--- src/hpp_pkg.sv ---
// package for the parallel host port
package hpp_pkg;

  // ---------------------------------------------------------------
  // bus style codes
  // ---------------------------------------------------------------
  localparam logic [1:0] STYLE_SPLIT  = 2'h0;
  localparam logic [1:0] STYLE_STROBE = 2'h1;

  // ---------------------------------------------------------------
  // widths and map
  // ---------------------------------------------------------------
  localparam int          ADDR_W     = 8;
  localparam int          DATA_W     = 8;
  localparam int          STAT_REGS  = 2;
  localparam logic [7:0]  STAT_BASE  = 8'hF0;
  localparam logic [7:0]  STAT_RST   = 8'h00;

  // ---------------------------------------------------------------
  // pin bundle and state
  // ---------------------------------------------------------------
  typedef struct packed {
    logic       cs_n;
    logic       rd_ds_n;
    logic       wr_rw_n;
    logic [1:0] bus_style_select;
    logic [7:0] addr;
    logic [7:0] data;
  } hpp_pins_s;

  localparam hpp_pins_s PINS_IDLE = 21'h1C0000;

  typedef enum logic [2:0] {
    ST_IDLE  = 3'h1,
    ST_READ  = 3'h2,
    ST_WRITE = 3'h4
  } hpp_state_e;

endpackage

--- src/hpp_host_port.sv ---
// parallel host port: pin decode, clear-on-read status, interrupt pin
//
// Contract
// - style select 00 gives separate active-low read and write strobes.
// - style select 01 gives one data strobe plus read/write direction.
// - eight address inputs decode up to 256 byte locations directly.
// - all transfers use an eight-bit two-way data bus.
// - address and data stay on separate pins, never multiplexed.
// - chip select low needed for access; strobes ignored while it is high.
// - split style: read strobe pulse reads, write strobe pulse writes.
// - strobe style: strobe pulse reads if direction high, writes if low.
// - interrupt pin pulled low while any unmasked condition is pending.
// - latched status bits clear when host reads their register.
// - event coinciding with the clearing read stays latched.
// - drive-high select set drives inactive interrupt high, else floats.
// - after reset interrupt pin floats until an unmasked source is first pending.
// - host port is twenty-one signals: address, data, select, strobes, style.
// - while reset is asserted every host bus output is high impedance.
`timescale 1ns/1ps

module hpp_host_port #(
  parameter int STAT_REGS = hpp_pkg::STAT_REGS
) (
  // clock and reset
  input  wire logic                         sys_clk,
  input  wire logic                         rst,
  // host pins
  input  wire logic [7:0]                   addr,
  input  wire logic [7:0]                   data_in,
  output      logic [7:0]                   data_out,
  output      logic                         data_oe_n,
  input  wire logic                         cs_n,
  input  wire logic                         rd_data_strobe_n,
  input  wire logic                         wr_rw_n,
  input  wire logic [1:0]                   bus_style_select,
  output      logic                         irq_n_out,
  output      logic                         irq_n_oe_n,
  // device register side
  output      logic [7:0]                   reg_addr,
  output      logic [7:0]                   reg_wdata,
  output      logic                         reg_wr,
  output      logic                         reg_rd,
  input  wire logic [7:0]                   reg_rdata,
  // status sources and control
  input  wire logic [STAT_REGS*8-1:0]       stat_event,
  input  wire logic [STAT_REGS*8-1:0]       stat_mask,
  input  wire logic                         irq_drive_high_select
);

  if (STAT_REGS < 1 || STAT_REGS > 16) begin : g_bad_stat_regs
    $error("STAT_REGS out of range");
  end

  // ---------------------------------------------------------------
  // pin synchronisers and agreement filter
  // ---------------------------------------------------------------
  hpp_pkg::hpp_pins_s pin_raw;
  hpp_pkg::hpp_pins_s s1_q;
  hpp_pkg::hpp_pins_s s2_q;
  hpp_pkg::hpp_pins_s s3_q;
  hpp_pkg::hpp_pins_s pin_q;

  assign pin_raw = '{cs_n: cs_n, rd_ds_n: rd_data_strobe_n,
                     wr_rw_n: wr_rw_n, bus_style_select: bus_style_select,
                     addr: addr, data: data_in};

  always_ff @(posedge sys_clk) begin
    if (rst) begin
      s1_q <= hpp_pkg::PINS_IDLE;
      s2_q <= hpp_pkg::PINS_IDLE;
      s3_q <= hpp_pkg::PINS_IDLE;
    end else begin
      s1_q <= pin_raw;
      s2_q <= s1_q;
      s3_q <= s2_q;
    end
  end

  genvar gb;
  generate
    for (gb = 0; gb < $bits(hpp_pkg::hpp_pins_s); gb++) begin : g_filt
      always_ff @(posedge sys_clk) begin
        if (rst)
          pin_q[gb] <= hpp_pkg::PINS_IDLE[gb];
        else if (s2_q[gb] == s3_q[gb])
          pin_q[gb] <= s3_q[gb];
      end
    end
  endgenerate

  // ---------------------------------------------------------------
  // access decode
  // ---------------------------------------------------------------
  logic is_split;
  logic is_strobe;
  logic rd_act;
  logic wr_act;

  assign is_split  = pin_q.bus_style_select == hpp_pkg::STYLE_SPLIT;
  assign is_strobe = pin_q.bus_style_select == hpp_pkg::STYLE_STROBE;
  always_comb begin
    rd_act = 1'b0;
    wr_act = 1'b0;
    if (!pin_q.cs_n) begin
      if (is_split) begin
        rd_act = !pin_q.rd_ds_n;
        wr_act = !pin_q.wr_rw_n && pin_q.rd_ds_n;
      end else if (is_strobe) begin
        rd_act = !pin_q.rd_ds_n && pin_q.wr_rw_n;
        wr_act = !pin_q.rd_ds_n && !pin_q.wr_rw_n;
      end
    end
  end

  // ---------------------------------------------------------------
  // access state machine
  // ---------------------------------------------------------------
  hpp_pkg::hpp_state_e state_q;
  hpp_pkg::hpp_state_e state_d;
  logic                rd_start;

  always_comb begin
    state_d = state_q;
    case (state_q)
      hpp_pkg::ST_IDLE: begin
        if (rd_act)
          state_d = hpp_pkg::ST_READ;
        else if (wr_act)
          state_d = hpp_pkg::ST_WRITE;
      end
      hpp_pkg::ST_READ: begin
        if (!rd_act)
          state_d = hpp_pkg::ST_IDLE;
      end
      hpp_pkg::ST_WRITE: begin
        if (!wr_act)
          state_d = hpp_pkg::ST_IDLE;
      end
      default: state_d = hpp_pkg::ST_IDLE;
    endcase
  end

  assign rd_start = state_q == hpp_pkg::ST_IDLE && rd_act;

  always_ff @(posedge sys_clk) begin
    if (rst)
      state_q <= hpp_pkg::ST_IDLE;
    else
      state_q <= state_d;
  end

  // ---------------------------------------------------------------
  // register side strobes
  // ---------------------------------------------------------------
  logic       wr_end;
  logic [7:0] reg_addr_q;
  logic [7:0] reg_wdata_q;
  logic       reg_wr_q;
  logic       reg_rd_q;

  assign wr_end = state_q == hpp_pkg::ST_WRITE && !wr_act;

  always_ff @(posedge sys_clk) begin
    if (rst) begin
      reg_addr_q  <= 8'h00;
      reg_wdata_q <= 8'h00;
    end else if (!wr_end) begin
      reg_addr_q  <= pin_q.addr;
      reg_wdata_q <= pin_q.data;
    end
  end

  always_ff @(posedge sys_clk) begin
    if (rst) begin
      reg_wr_q <= 1'b0;
      reg_rd_q <= 1'b0;
    end else begin
      reg_wr_q <= wr_end;
      reg_rd_q <= rd_start;
    end
  end

  assign reg_addr  = reg_addr_q;
  assign reg_wdata = reg_wdata_q;
  assign reg_wr    = reg_wr_q;
  assign reg_rd    = reg_rd_q;

  // ---------------------------------------------------------------
  // latched status, clear on read
  // ---------------------------------------------------------------
  logic [STAT_REGS*8-1:0] stat_q;
  logic [STAT_REGS-1:0]   stat_hit;
  logic [STAT_REGS-1:0]   stat_pend;
  logic [7:0]             stat_rd;

  genvar gs;
  generate
    for (gs = 0; gs < STAT_REGS; gs++) begin : g_stat
      assign stat_hit[gs]  = reg_addr_q == hpp_pkg::STAT_BASE + 8'(gs);
      assign stat_pend[gs] = |(stat_q[gs*8 +: 8] & stat_mask[gs*8 +: 8]);
      always_ff @(posedge sys_clk) begin
        if (rst)
          stat_q[gs*8 +: 8] <= hpp_pkg::STAT_RST;
        else if (rd_start && stat_hit[gs])
          stat_q[gs*8 +: 8] <= stat_event[gs*8 +: 8];
        else
          stat_q[gs*8 +: 8] <= stat_q[gs*8 +: 8] | stat_event[gs*8 +: 8];
      end

    end
  endgenerate

  always_comb begin
    stat_rd = 8'h00;
    for (int i = 0; i < STAT_REGS; i++) begin
      if (stat_hit[i])
        stat_rd = stat_q[i*8 +: 8];
    end
  end

  // ---------------------------------------------------------------
  // read data and bus drive
  // ---------------------------------------------------------------
  logic [7:0] data_q;

  always_ff @(posedge sys_clk) begin
    if (rst)
      data_q <= 8'h00;
    else if (rd_start)
      data_q <= (|stat_hit) ? stat_rd : reg_rdata;
    else if (state_q == hpp_pkg::ST_READ && !(|stat_hit))
      data_q <= reg_rdata;
  end

  assign data_out  = data_q;
  assign data_oe_n = rst || !(state_q == hpp_pkg::ST_READ && rd_act);

  // ---------------------------------------------------------------
  // interrupt pin
  // ---------------------------------------------------------------
  logic pending;
  logic irq_armed_q;
  logic irq_low_q;
  logic irq_oe_n_q;

  assign pending = |stat_pend;

  always_ff @(posedge sys_clk) begin
    if (rst)
      irq_armed_q <= 1'b0;
    else if (pending)
      irq_armed_q <= 1'b1;
  end

  always_ff @(posedge sys_clk) begin
    if (rst) begin
      irq_low_q  <= 1'b0;
      irq_oe_n_q <= 1'b1;
    end else begin
      irq_low_q  <= pending;
      irq_oe_n_q <= !(pending ||
                      (irq_drive_high_select && irq_armed_q));
    end
  end

  assign irq_n_out  = !irq_low_q;
  assign irq_n_oe_n = rst || irq_oe_n_q;
endmodule

--- config.mk ---
export PLATFORM = sky130hd
export DESIGN_NAME = hpp_host_port
export DESIGN_NICKNAME = d
export VERILOG_FILES = /design/src/hpp_pkg.sv /design/src/hpp_host_port.sv
export SDC_FILE = /design/constraint.sdc
export NUM_CORES = 1
export LEC_CHECK = 0
export BUFFER_PORTS_ARGS = -buffer_cell sky130_fd_sc_hd__clkbuf_2
export CAP_MARGIN = 20
export CORE_UTILIZATION = 50
export CTS_BUF_LIST = sky130_fd_sc_hd__clkbuf_16
export DETAILED_ROUTE_END_ITERATION = 6
export GPL_TIMING_DRIVEN = 0
export PLACE_DENSITY = 0.82
export SLEW_MARGIN = 10
export SYNTH_ARGS = -nofsm -noshare
export SYNTH_HDL_FRONTEND = slang
export SYNTH_SLANG_ARGS = --single-unit
--- constraint.sdc ---
create_clock -name sys_clk -period 1.9 [get_ports sys_clk]
set_input_delay 0.38 -clock sys_clk [delete_from_list [all_inputs] [get_ports sys_clk]]
set_output_delay 0.38 -clock sys_clk [all_outputs]
set_load 0.01 [all_outputs]
Word level (Yosys, flattened, before mapping). Cells that the tools add are included.

Input port bits: 64. Logic and storage cells: 127. Output and inout bits: 29. Flip-flop bits (word level): 132.

Equality and inequality tests: 30. Mux-type cells: 18. Bitwise logic cells: 4. Reduce and logical (&&, ||, !) cells: 25.

Operators with widths (number): 8-bit two-way mux (7); 1-bit equality test (21); 8-bit bitwise AND (2); 8-bit equality test (second input constant) (2); 8-bit bitwise OR (2); 16-bit OR reduction (1); 3-bit two-way mux (4); 1-bit logical AND (10); 3-bit one-hot mux with 3 select lines (1); 1-bit logical NOT (7); 1-bit two-way mux (6); 2-bit != test (second input constant) (2); 3-bit by 1-bit equality test with 1-bit output (second input constant) (1); 3-bit by 2-bit equality test with 1-bit output (second input constant) (1); 3-bit equality test (second input constant) (1); 1-bit logical OR (3); 3-bit != test (second input constant) (1); 3-bit AND reduction (1); 2-bit by 1-bit equality test with 1-bit output (second input constant) (1); 2-bit logical NOT (1); 2-bit nonzero test (1); 2-bit OR reduction (1).

Longest topological paths before layout. Gate-level depths: netlist of run 1.

Depth in word-level cells: 8. Mapped depth: 6. Gate-level depth less buffers: 4.

Worst setup path after synthesis of run 1. No wires, ideal clock.

Path kind: flip-flop to flip-flop. Start: register state_q[2]. End: register reg_addr_q[0] (netlist: reg_addr[0]). Library setup time: 0.128 ns. Required time: 1.772 ns. Clock period less this slack: 1.578 ns. Cell stages (with the launch flop): 6. Path slack: 0.322 ns. Data arrival time: 1.451 ns. Path buffers: 1. Cells stage by stage: dfxtp_1 or3b_4 a21oi_4 buf_12 mux2i_1 nor2_1.

Longest elaborated chain between the ends: 2.

RTL lines: from (decl) (RTL line hpp_host_port.sv:118) `hpp_pkg::hpp_state_e state_q;`; from (signal assigned) (RTL line hpp_host_port.sv:147) `state_q <= hpp_pkg::ST_IDLE;`; from (signal assigned) (RTL line hpp_host_port.sv:149) `state_q <= state_d;`; 3-bit equality test (RTL line hpp_host_port.sv:161) `assign wr_end = state_q == hpp_pkg::ST_WRITE && !wr_act;`; 1-bit logical AND (RTL line hpp_host_port.sv:161); to (signal assigned) (RTL line hpp_host_port.sv:168) `reg_addr_q <= pin_q.addr;`; to (decl) (RTL line hpp_host_port.sv:156) `logic [7:0] reg_addr_q;`.

Every way passes these cells. A chain may end at the register's enable or synchronous reset.

Worst setup path in the final report of run 1.
Start: register state_q[2]. End: output port data_oe_n.

Longest elaborated chain between the ends: 4.

RTL lines: 3-bit by 2-bit equality test with 1-bit output (RTL line hpp_host_port.sv:236) `assign data_oe_n = rst || !(state_q == hpp_pkg::ST_READ && rd_act);`; 1-bit logical AND (RTL line hpp_host_port.sv:236); 1-bit logical NOT (RTL line hpp_host_port.sv:236); 1-bit logical OR (RTL line hpp_host_port.sv:236); to (decl) (RTL line hpp_host_port.sv:31) `output logic data_oe_n,`.

Every way passes these cells.

==> impl_metrics.ini, run 1 <==
[sta]
timing.final.ws_setup_ns = -0.121
rsz0062_at_grt = true
setup_violations = 1
max_freq_ghz = 0.495
period_share_pct = 106
tightest_slew_ns = 0.594
fin_worst_skew_ns = 0.00931
min_period_ns = 2.02
hold_violations = 0
slew_headroom_pct = 60.4
drv_slew = 0

[power_and_ir_drop]
leakage_nw = 2.39
fin_total_pwr_mw = 6.30
seq_power_share_pct = 46.0
p_int_mw = 4.82
powerDensity_nw_per_um2 = 1080
irDropWorstVdd_v = 0.000647
power_frac_clock_pct = 50.3
p_comb_share_pct = 3.7
swShare_pct = 23.5
switching_power_mw = 1.48

[min_path]
hold_end = s1_q[20]
whs_path_depth = 2
worstHoldStart = cs_n
hold_path_class = in -> reg

[detailed_routing]
wl_per_cell_um = 15.1
vias = 3719
route.detailed.drc = 0
antenna_left = 0
firstDrtPassIters = 4
drt-total-wl_um = 10500
initialDrtViolationCount = 151
viasPerCell = 5.35

[global_route]
grt_pass1_wl_um = 16800
first_global_vias = 3551
grt_usage_pct = 22.7
top_usage_layer = met2
use_met1_pct = 26.3
grt_overflow = 0
grt_max_degree = 17
grt_util_met3_pct = 5.76
use_met2_pct = 40.0
antenna_found_initial = 0

[synthesis]
synth_flop_cell = dfxtp_1
synthSimpleGateAreaFrac_pct = 18.5
yosys.area.top_type_share_pct = 58.4
seq_area_frac_synth_pct = 58.4
avgSynthCellArea_um2 = 9.93
synth_compound_area_share_pct = 15.3
synthArstFlopShare_pct = 0
synth_seq_cells = 132
synth_nets = 520
synth_cells = 456
yosys-top-cells-area = dfxtp_1, nor2b_1, a21oi_1
synth_fa_ha_area_share_pct = 0
yosysMostFrequentCell = dfxtp_1
netlist_area_um2 = 4530
synth_xor_area_share_pct = 0.193
synth_commonest_cells = dfxtp_1, nor2b_1, a21oi_1, o21ai_0, nand2_1
yosysUniqueCellTypes = 49
synth_edf_count = 0
synth_top_family_by_area = simple AND/OR/NAND/NOR gates
ys_warn_count = 0
synth_top_area_cell = dfxtp_1
synth_mux_area_share_pct = 3.54

[setup_path]
arrival_ns = 1.64
critical_path_required_ns = 1.52
crit_type = reg -> out
ff2ff_path_depth = 5
worst_setup_path_start_kind = flip-flop
rrSetupSlack_ns = 0.15
endpoint_kind = output port
r2r-start = pin_q[17]
r2r_end = data_out[7]
path_max_fanout = 4

[cells_and_area]
antennaDiodeCount = 0
final_core_util_pct = 66.6
fin_nets = 638
area_growth_pct = 28.8
nFillCells = 687
drive_gt1_share_pct = 28.3

[place]
port_buffers = 92
place_congestion = 0.866
dp_slack_ns = -0.229
place_hpwl_um = 7000

[die]
dieWidth_um = 97.2
num_rows = 34
io_pins = 93
initial_core_util_pct = 51.7
core_um2 = 8760
dieArea_um2 = 9440
die_y_um = 97.2

[cts]
clock_path_buffers = 2
root_buffer = clkbuf_16
htreeDepth = 4
worstSkewPairLatency_ns = 0.41
cts_tree = done
numClockSinks = 132
cts_inserted_buffers = 17
clkTransAtPathRegs_ns = 0.06

[outcome]
outcome = finished, violations left
violations = setup timing

[run]
cap_violations = 0
cell usage in the layout, fill, tap and decap left out, drive strengths merged, types with 11 or more instances in the layout:
cell | synthesis | final
nor2 | 24 | 24
or2 | 11 | 11
buf | 6 | 14
a21oi | 43 | 43
inv | 21 | 29
nand2 | 27 | 27
nor2b | 56 | 56
o21ai | 40 | 40
dfxtp | 132 | 132
mux2i | 16 | 16
clkbuf | 15 | 123
logic make-up (layout without fill, tap and decap cells):
kind of cell    Yosys count  in the layout
flops                   132            132
simple gates            152            152
buf+inv                  42            173
xor+xnor                  1              1
mux                      16             16
compound gates          113            113
metal layers:
layer,vias to the layer above,routed length [um]
met3,19,776
li1,1806,-
met5,-,0
met4,0,189
met1,1745,4150
met2,149,5350
critical path, cell delays in order, from the launching register on:
cell and delay [ns]:
dfxtp_4 0.36, or3b_4 0.39, or3_4 0.35, buf_6 0.13
final cells by class:
class | count | area (um^2) | share of cell area (%)
sequential | 132 | 2650 | 45.5
multi-input combinational | 282 | 1750 | 30.0
timing repair buffer | 99 | 519 | 8.90
clock buffer | 17 | 425 | 7.29
clock inverter | 15 | 161 | 2.77
tap | 108 | 135 | 2.32
buffer | 21 | 111 | 1.91
inverter | 21 | 78.8 | 1.35
worst max-delay path by stage:
| stage | startpoint | to | cells past startpoint |
|---|---|---|---|
| 2_1_floorplan | state_q[2] | reg_addr[0] | 5 |
| 3_3_place_gp | state_q[0] | data_out[7] | 5 |
| 3_5_place_dp | state_q[0] | data_out[7] | 5 |
| 4_1_cts | state_q[2] | data_oe_n | 3 |
| 5_1_grt | state_q[2] | data_oe_n | 3 |
| 6_report | state_q[2] | data_oe_n | 3 |
state kept, by name, summed over array words and instances (netlist names):
signal and cells:
reg_rd 1, s1_q 21, irq_oe_n_q 1, reg_wdata 8
stat_q 16, reg_wr 1, irq_low_q 1, s3_q 21
irq_armed_q 1, s2_q 21, data_out 8, pin_q 21
reg_addr 8, state_q 3
through the flow:
stage | hold WS, ns | instances | setup TNS [ns] | cell area [um^2]
floorplan | 0.389 | 456 | 0 | 4530
global placement | 0.397 | 656 | -0.955 | 5120
detailed placement | 0.393 | 656 | -1.54 | 5120
CTS | 0.143 | 692 | -0.122 | 5770
global route | 0.143 | 695 | -0.153 | 5830
finish | 0.155 | 695 | -0.121 | 5830
power by group through the flow:
stage	Combinational (mW)	Clock (mW)	Sequential (mW)
3_5_place_dp	0.232	0	2.96
2_1_floorplan	0.131	0	2.94
4_1_cts	0.236	3.20	2.90
6_report	0.235	3.17	2.90
5_1_grt	0.265	3.34	2.91
3_3_place_gp	0.227	0	2.96
what timing repair did:
| action | in CTS | in global routing |
|---|---|---|
| buffers inserted | 4 | 3 |
| pin swaps | 1 | 1 |
| hold buffers | 0 | 0 |
| gates cloned | 0 | 0 |
| resized for setup | 11 | 11 |
| setup endpoints to repair | 3 | 10 |
(Power assumes the default switching activity.)
==> inputs of run 2 (changes only) <==
- ABC_AREA: default -> 1
==> run 2 against run 1 <==
The run still ends with setup timing left. Register-to-register slack better by 0.05 ns. Die area up 0.75%. First-iteration DRC count up 100%. Critical path type unchanged. Critical endpoint unchanged. Largest power group unchanged.
==> impl_metrics.ini, run 2 <==
[run]
cap_violations = 0

[outcome]
violations = setup timing
outcome = finished, violations left

[synthesis]
synthArstFlopShare_pct = 0
synth_nets = 637
yosysUniqueCellTypes = 22
ys_warn_count = 0
synth_flop_cell = dfxtp_1
synth_cells = 573
synth_commonest_cells = nor2_1, dfxtp_1, inv_1, nand2_1, o21ai_0
avgSynthCellArea_um2 = 7.96
netlist_area_um2 = 4560
seq_area_frac_synth_pct = 57.9
yosys-top-cells-area = dfxtp_1, nor2_1, inv_1
synth_edf_count = 0
synth_top_area_cell = dfxtp_1
yosys.area.top_type_share_pct = 57.9
yosysMostFrequentCell = nor2_1
synth_seq_cells = 132

[cells_and_area]
antennaDiodeCount = 0
final_common_cell = nor2_1
fin_nets = 757
multi_input_area_um2 = 1620
drive_gt1_share_pct = 25.4
nFillCells = 665
regArea_um2 = 2660
layout.cells.non_filler = 814
layout_common_cells = nor2_1, dfxtp_1, clkbuf_2, inv_1, nand2_1
final_area_um2 = 5880
area_growth_pct = 29.0

[sta]
hold_violations = 0
timing.final.ws_setup_ns = -0.000777
rsz0062_at_grt = true
setup_violations = 1
drv_slew = 0
period_share_pct = 100
tightest_slew_ns = 0.577
max_freq_ghz = 0.526
hold_ws_ns = 0.150
min_period_ns = 1.90
fin_worst_skew_ns = 0.00779
slew_headroom_pct = 61.5

[detailed_routing]
wl_per_cell_um = 13.3
drt-total-wl_um = 10900
vias = 3988
route.detailed.drc = 0
initialDrtViolationCount = 305
viasPerCell = 4.90
antenna_left = 0
firstDrtPassIters = 5

[min_path]
hold_end = s1_q[19]
hold_path_class = in -> reg
whs_path_depth = 2
worstHoldStart = rd_data_strobe_n

[setup_path]
critical_path_required_ns = 1.52
rrSetupSlack_ns = 0.20
endpoint_kind = output port
worst_setup_path_start_kind = flip-flop
crit_type = reg -> out
arrival_ns = 1.52
r2r_end = data_out[6]
r2r-start = pin_q[20]
path_max_fanout = 4
ff2ff_path_depth = 10

[global_route]
grt_overflow = 0
grt_pass1_wl_um = 17600
first_global_vias = 3896
grt_max_degree = 19
antenna_found_initial = 0
grt_usage_pct = 23.2

[power_and_ir_drop]
powerDensity_nw_per_um2 = 1060
irDropWorstVdd_v = 0.000621
leakage_nw = 2.67

[cts]
numClockSinks = 132
cts_inserted_buffers = 17
clkTransAtPathRegs_ns = 0.06
worstSkewPairLatency_ns = 0.41
root_buffer = clkbuf_16
clock_path_buffers = 2
htreeDepth = 4
cts_tree = done

[place]
place_hpwl_um = 7190
port_buffers = 91
place_inst = 772
placed_area_um2 = 5150
place_congestion = 0.883

[die]
core_um2 = 8760
dieWidth_um = 97.5
dieArea_um2 = 9510
num_rows = 34
initial_core_util_pct = 52.1
die_y_um = 97.5
io_pins = 93
## run 2: cell count changes after synthesis, moves of 4 or more
cell,previous run,this run
nor2_1,24,147
nor3_1,9,4
mux2i_1,16,0
nand3_1,7,26
o21ai_0,39,45
a221oi_1,4,0
inv_1,21,78
and2_1,4,0
nand2_1,26,54
a311oi_1,6,0
nor2b_1,56,0
## run 2: per-stage QoR
| stage | power (mW) | setup TNS, ns | utilization [%] | setup slack, ns |
|---|---|---|---|---|
| 3_3_place_gp | 3.26 | -0.116 | 58.8 | -0.116 |
| 2_1_floorplan | 3.14 | 0 | - | 0.420 |
| 4_1_cts | 6.21 | 0 | 65.7 | 0.00252 |
| 3_5_place_dp | 3.27 | -0.128 | 58.8 | -0.128 |
| 6_report | 6.22 | -0.000777 | 67.1 | -0.000777 |
| 5_1_grt | 6.44 | -0.0627 | 67.1 | -0.0627 |
## run 2: final cells by class
type / count / area share, %
multi-input cells: 344 / 27.5
repair buffers: 102 / 9.25
inverters: 79 / 5.12
plain buffers: 17 / 1.42
clock inverters: 15 / 1.98
flip-flops and latches: 132 / 45.2
well taps: 108 / 2.30
clock buffers: 17 / 7.23
## run 2: worst max-delay path, cell delays in order, from the launching register on
cell and delay, ns:
dfxtp_4 0.40, xor2_2 0.18, nand3_2 0.13, nand2_2 0.13, nand2_4 0.07, nand3_4 0.08
buf_6 0.11
## run 2: cells by family (layout without fill, tap and decap cells)
| family | count (synthesis) | after routing | synth area share, % |
|---|---|---|---|
| AOI/OAI and AO/OA | 90 | 90 | 10.2 |
| and+or+nand+nor | 253 | 253 | 23.3 |
| xor gates and xnor gates | 1 | 1 | 0.192 |
| DFF | 132 | 132 | 57.9 |
| buffers and inverters | 97 | 230 | 8.39 |
## run 2: worst max-delay path by stage
| stage | from | to | cells after the start |
|---|---|---|---|
| floorplan | rst | data_oe_n | 4 |
| global placement | rst | data_oe_n | 5 |
| detailed placement | rst | data_oe_n | 5 |
| CTS | state_q[1] | data_oe_n | 9 |
| global route | pin_q[16] | data_oe_n | 6 |
| finish | pin_q[19] | data_oe_n | 6 |
## run 2: routing by layer
| layer | vias to the layer above | wire, um | global-route usage (%) |
|---|---|---|---|
| met2 | 150 | 5310 | 39.7 |
| met5 | - | 0 | 0 |
| li1 | 2023 | - | - |
| met1 | 1794 | 4670 | 27.8 |
| met3 | 21 | 669 | 6.04 |
| met4 | 0 | 206 | 9.16 |
## run 2: power breakdown
group,switching [mW],internal [mW]
Sequential,0.0582,2.86
Clock,1.16,1.78
Combinational,0.195,0.161
Total,1.42,4.80
## run 2: what timing repair did
| action | CTS | global route |
|---|---|---|
| buffers inserted | 4 | 7 |
| pin swaps | 4 | 8 |
| hold buffers | 0 | 0 |
| gates resized for setup | 17 | 19 |
| setup endpoints to repair | 1 | 1 |
==> inputs of run 3 (changes only) <==
- SETUP_SLACK_MARGIN: default -> 0.5
==> run 3 against run 2 <==
The run ends with DRC left. Routed wire length up 14%. Critical path depth grew 2. Cell count is 1.2% higher. Final area is 7.2% higher. Global-route usage up 1.8 points. Largest cell class unchanged. Critical endpoint unchanged.
==> impl_metrics.ini, run 3 (same netlist as run 2, synthesis figures left out) <==
[outcome]
outcome = finished, violations left
violations = DRC

[setup_path]
crit_type = reg -> out
arrival_ns = 1.49
crit_path_max_incr_delay_ns = 0.34
worstPathCellList = nor2_4 -> nand3_4 -> nand2_4 -> inv_2 -> nand2_2 -> nand2_4 -> nand3_4 -> buf_6
worst_path_max_delay_cell = dfxtp_2
crit_family = simple AND/OR/NAND/NOR gates
critical_path_required_ns = 1.52
path_max_fanout = 3
worst_setup_path_start_kind = flip-flop
crit_buf_inv = 2
endpoint_kind = output port

[cts]
numClockSinks = 132
holdBufCountCts = 0
root_buffer = clkbuf_16
clock_path_buffers = 2
clkTransAtPathRegs_ns = 0.06
htreeDepth = 4
cts_inserted_buffers = 17
cts_tree = done
worstSkewPairLatency_ns = 0.42

[die]
io_pins = 93
die_y_um = 97.5
num_rows = 34
dieWidth_um = 97.5
dieArea_um2 = 9510
initial_core_util_pct = 52.1
core_um2 = 8760

[cells_and_area]
antennaDiodeCount = 0
final_core_util_pct = 72.0
final_common_cell = nor2_1
layout.cells.non_filler = 824
area_growth_pct = 38.3
final_area_um2 = 6310
drive_gt1_share_pct = 31.8
layout_common_cells = nor2_1, dfxtp_1, clkbuf_2, inv_1, nand2_1
fin_nets = 768
nFillCells = 622

[power_and_ir_drop]
fin_total_pwr_mw = 6.66
leakage_nw = 2.81
switching_power_mw = 1.44
seq_power_share_pct = 44.0
irDropWorstVdd_v = 0.000631
swShare_pct = 21.7
power_frac_clock_pct = 49.6
p_int_mw = 5.21
powerDensity_nw_per_um2 = 1050
p_comb_share_pct = 6.4

[sta]
hold_ws_ns = 0.144
setup-tns-final_ns = 0
min_period_ns = 1.87
rsz0062_at_grt = true
fin_worst_skew_ns = 0.00799
slew_headroom_pct = 58.2
setup_violations = 0
tightest_slew_ns = 0.627
max_freq_ghz = 0.536
timing.final.ws_setup_ns = 0.0334
hold_violations = 0
period_share_pct = 98.2
drv_slew = 0

[place]
place_inst = 772
place_congestion = 0.878
port_buffers = 91
place_hpwl_um = 7200
dp_slack_ns = 0.147
placed_area_um2 = 5160

[detailed_routing]
antenna_left = 0
firstDrtPassIters = 7
initialDrtViolationCount = 292
viasPerCell = 5.10
wl_per_cell_um = 15.0
route.detailed.drc = 2
vias = 4200
drt-total-wl_um = 12300

[global_route]
grt_max_degree = 17
grt_pass1_wl_um = 18500
antenna_found_initial = 0
grt_usage_pct = 25.0
first_global_vias = 4048
grt_overflow = 0

[min_path]
hold_path_class = in -> reg

[run]
cap_violations = 0
run 3: changes by cell type in the layout (fill, tap and decap cells not counted), sizes merged:
cell      previous run  this run
inv                 83        80
bufinv               1         4
clkinvlp             4         0
clkinv               6         9
buf                 16        27
run 3: worst paths after layout:
kind	start	to	slack (ns)	cells past startpoint
setup / recovery	pin_q[20]	data_oe_n	0.03	8
hold / removal	rd_data_strobe_n	s1_q[19]	0.14	2
setup reg to reg	pin_q[20]	stat_q[15]	0.28	8
hold reg to reg	s1_q[10]	s2_q[10]	0.40	2
run 3: routing by layer:
metal / share of wire, % / up-vias / track usage (%)
met5: 0 / - / 0
met2: 51 / 186 / 44.5
met3: 6.0 / 41 / 6.26
met1: 40 / 1924 / 28.1
met4: 3.3 / 0 / 11.2
li1: - / 2049 / -
run 3: power by group through the flow:
stage | registers (mW) | logic (mW) | clock network (mW)
after detailed placement | 2.97 | 0.296 | 0
final | 2.93 | 0.424 | 3.30
after global placement | 2.97 | 0.286 | 0
after global routing | 2.93 | 0.466 | 3.44
after floorplan | 2.96 | 0.179 | 0
after CTS | 2.92 | 0.354 | 3.31
run 3: worst register-to-register path, stage by stage, from the launching register on:
cell,delay [ns]
dfxtp_2,0.34
nor2_4,0.18
nand3_4,0.11
buf_4,0.16
nor2_4,0.22
buf_6,0.16
nand2_8,0.09
a21oi_2,0.16
nor2_1,0.05
run 3: timing repair:
item | in CTS | in global routing
cloned | 1 | 0
resized for setup | 64 | 55
endpoints found under the setup margin | 37 | 38
pin swaps | 9 | 16
setup buffers | 13 | 7
run 3: area by class of cell:
type                            count  area, um^2  share of cell area (%)
Buffer                             18         115                    1.82
Timing Repair Buffer              112         648                    10.3
Clock buffer                       17         425                    6.74
Sequential cell                   132        2670                    42.3
Clock inverter                     14         169                    2.68
Tap cell                          108         135                    2.14
Multi-Input combinational cell    344        1840                    29.2
Inverter                           79         304                    4.82
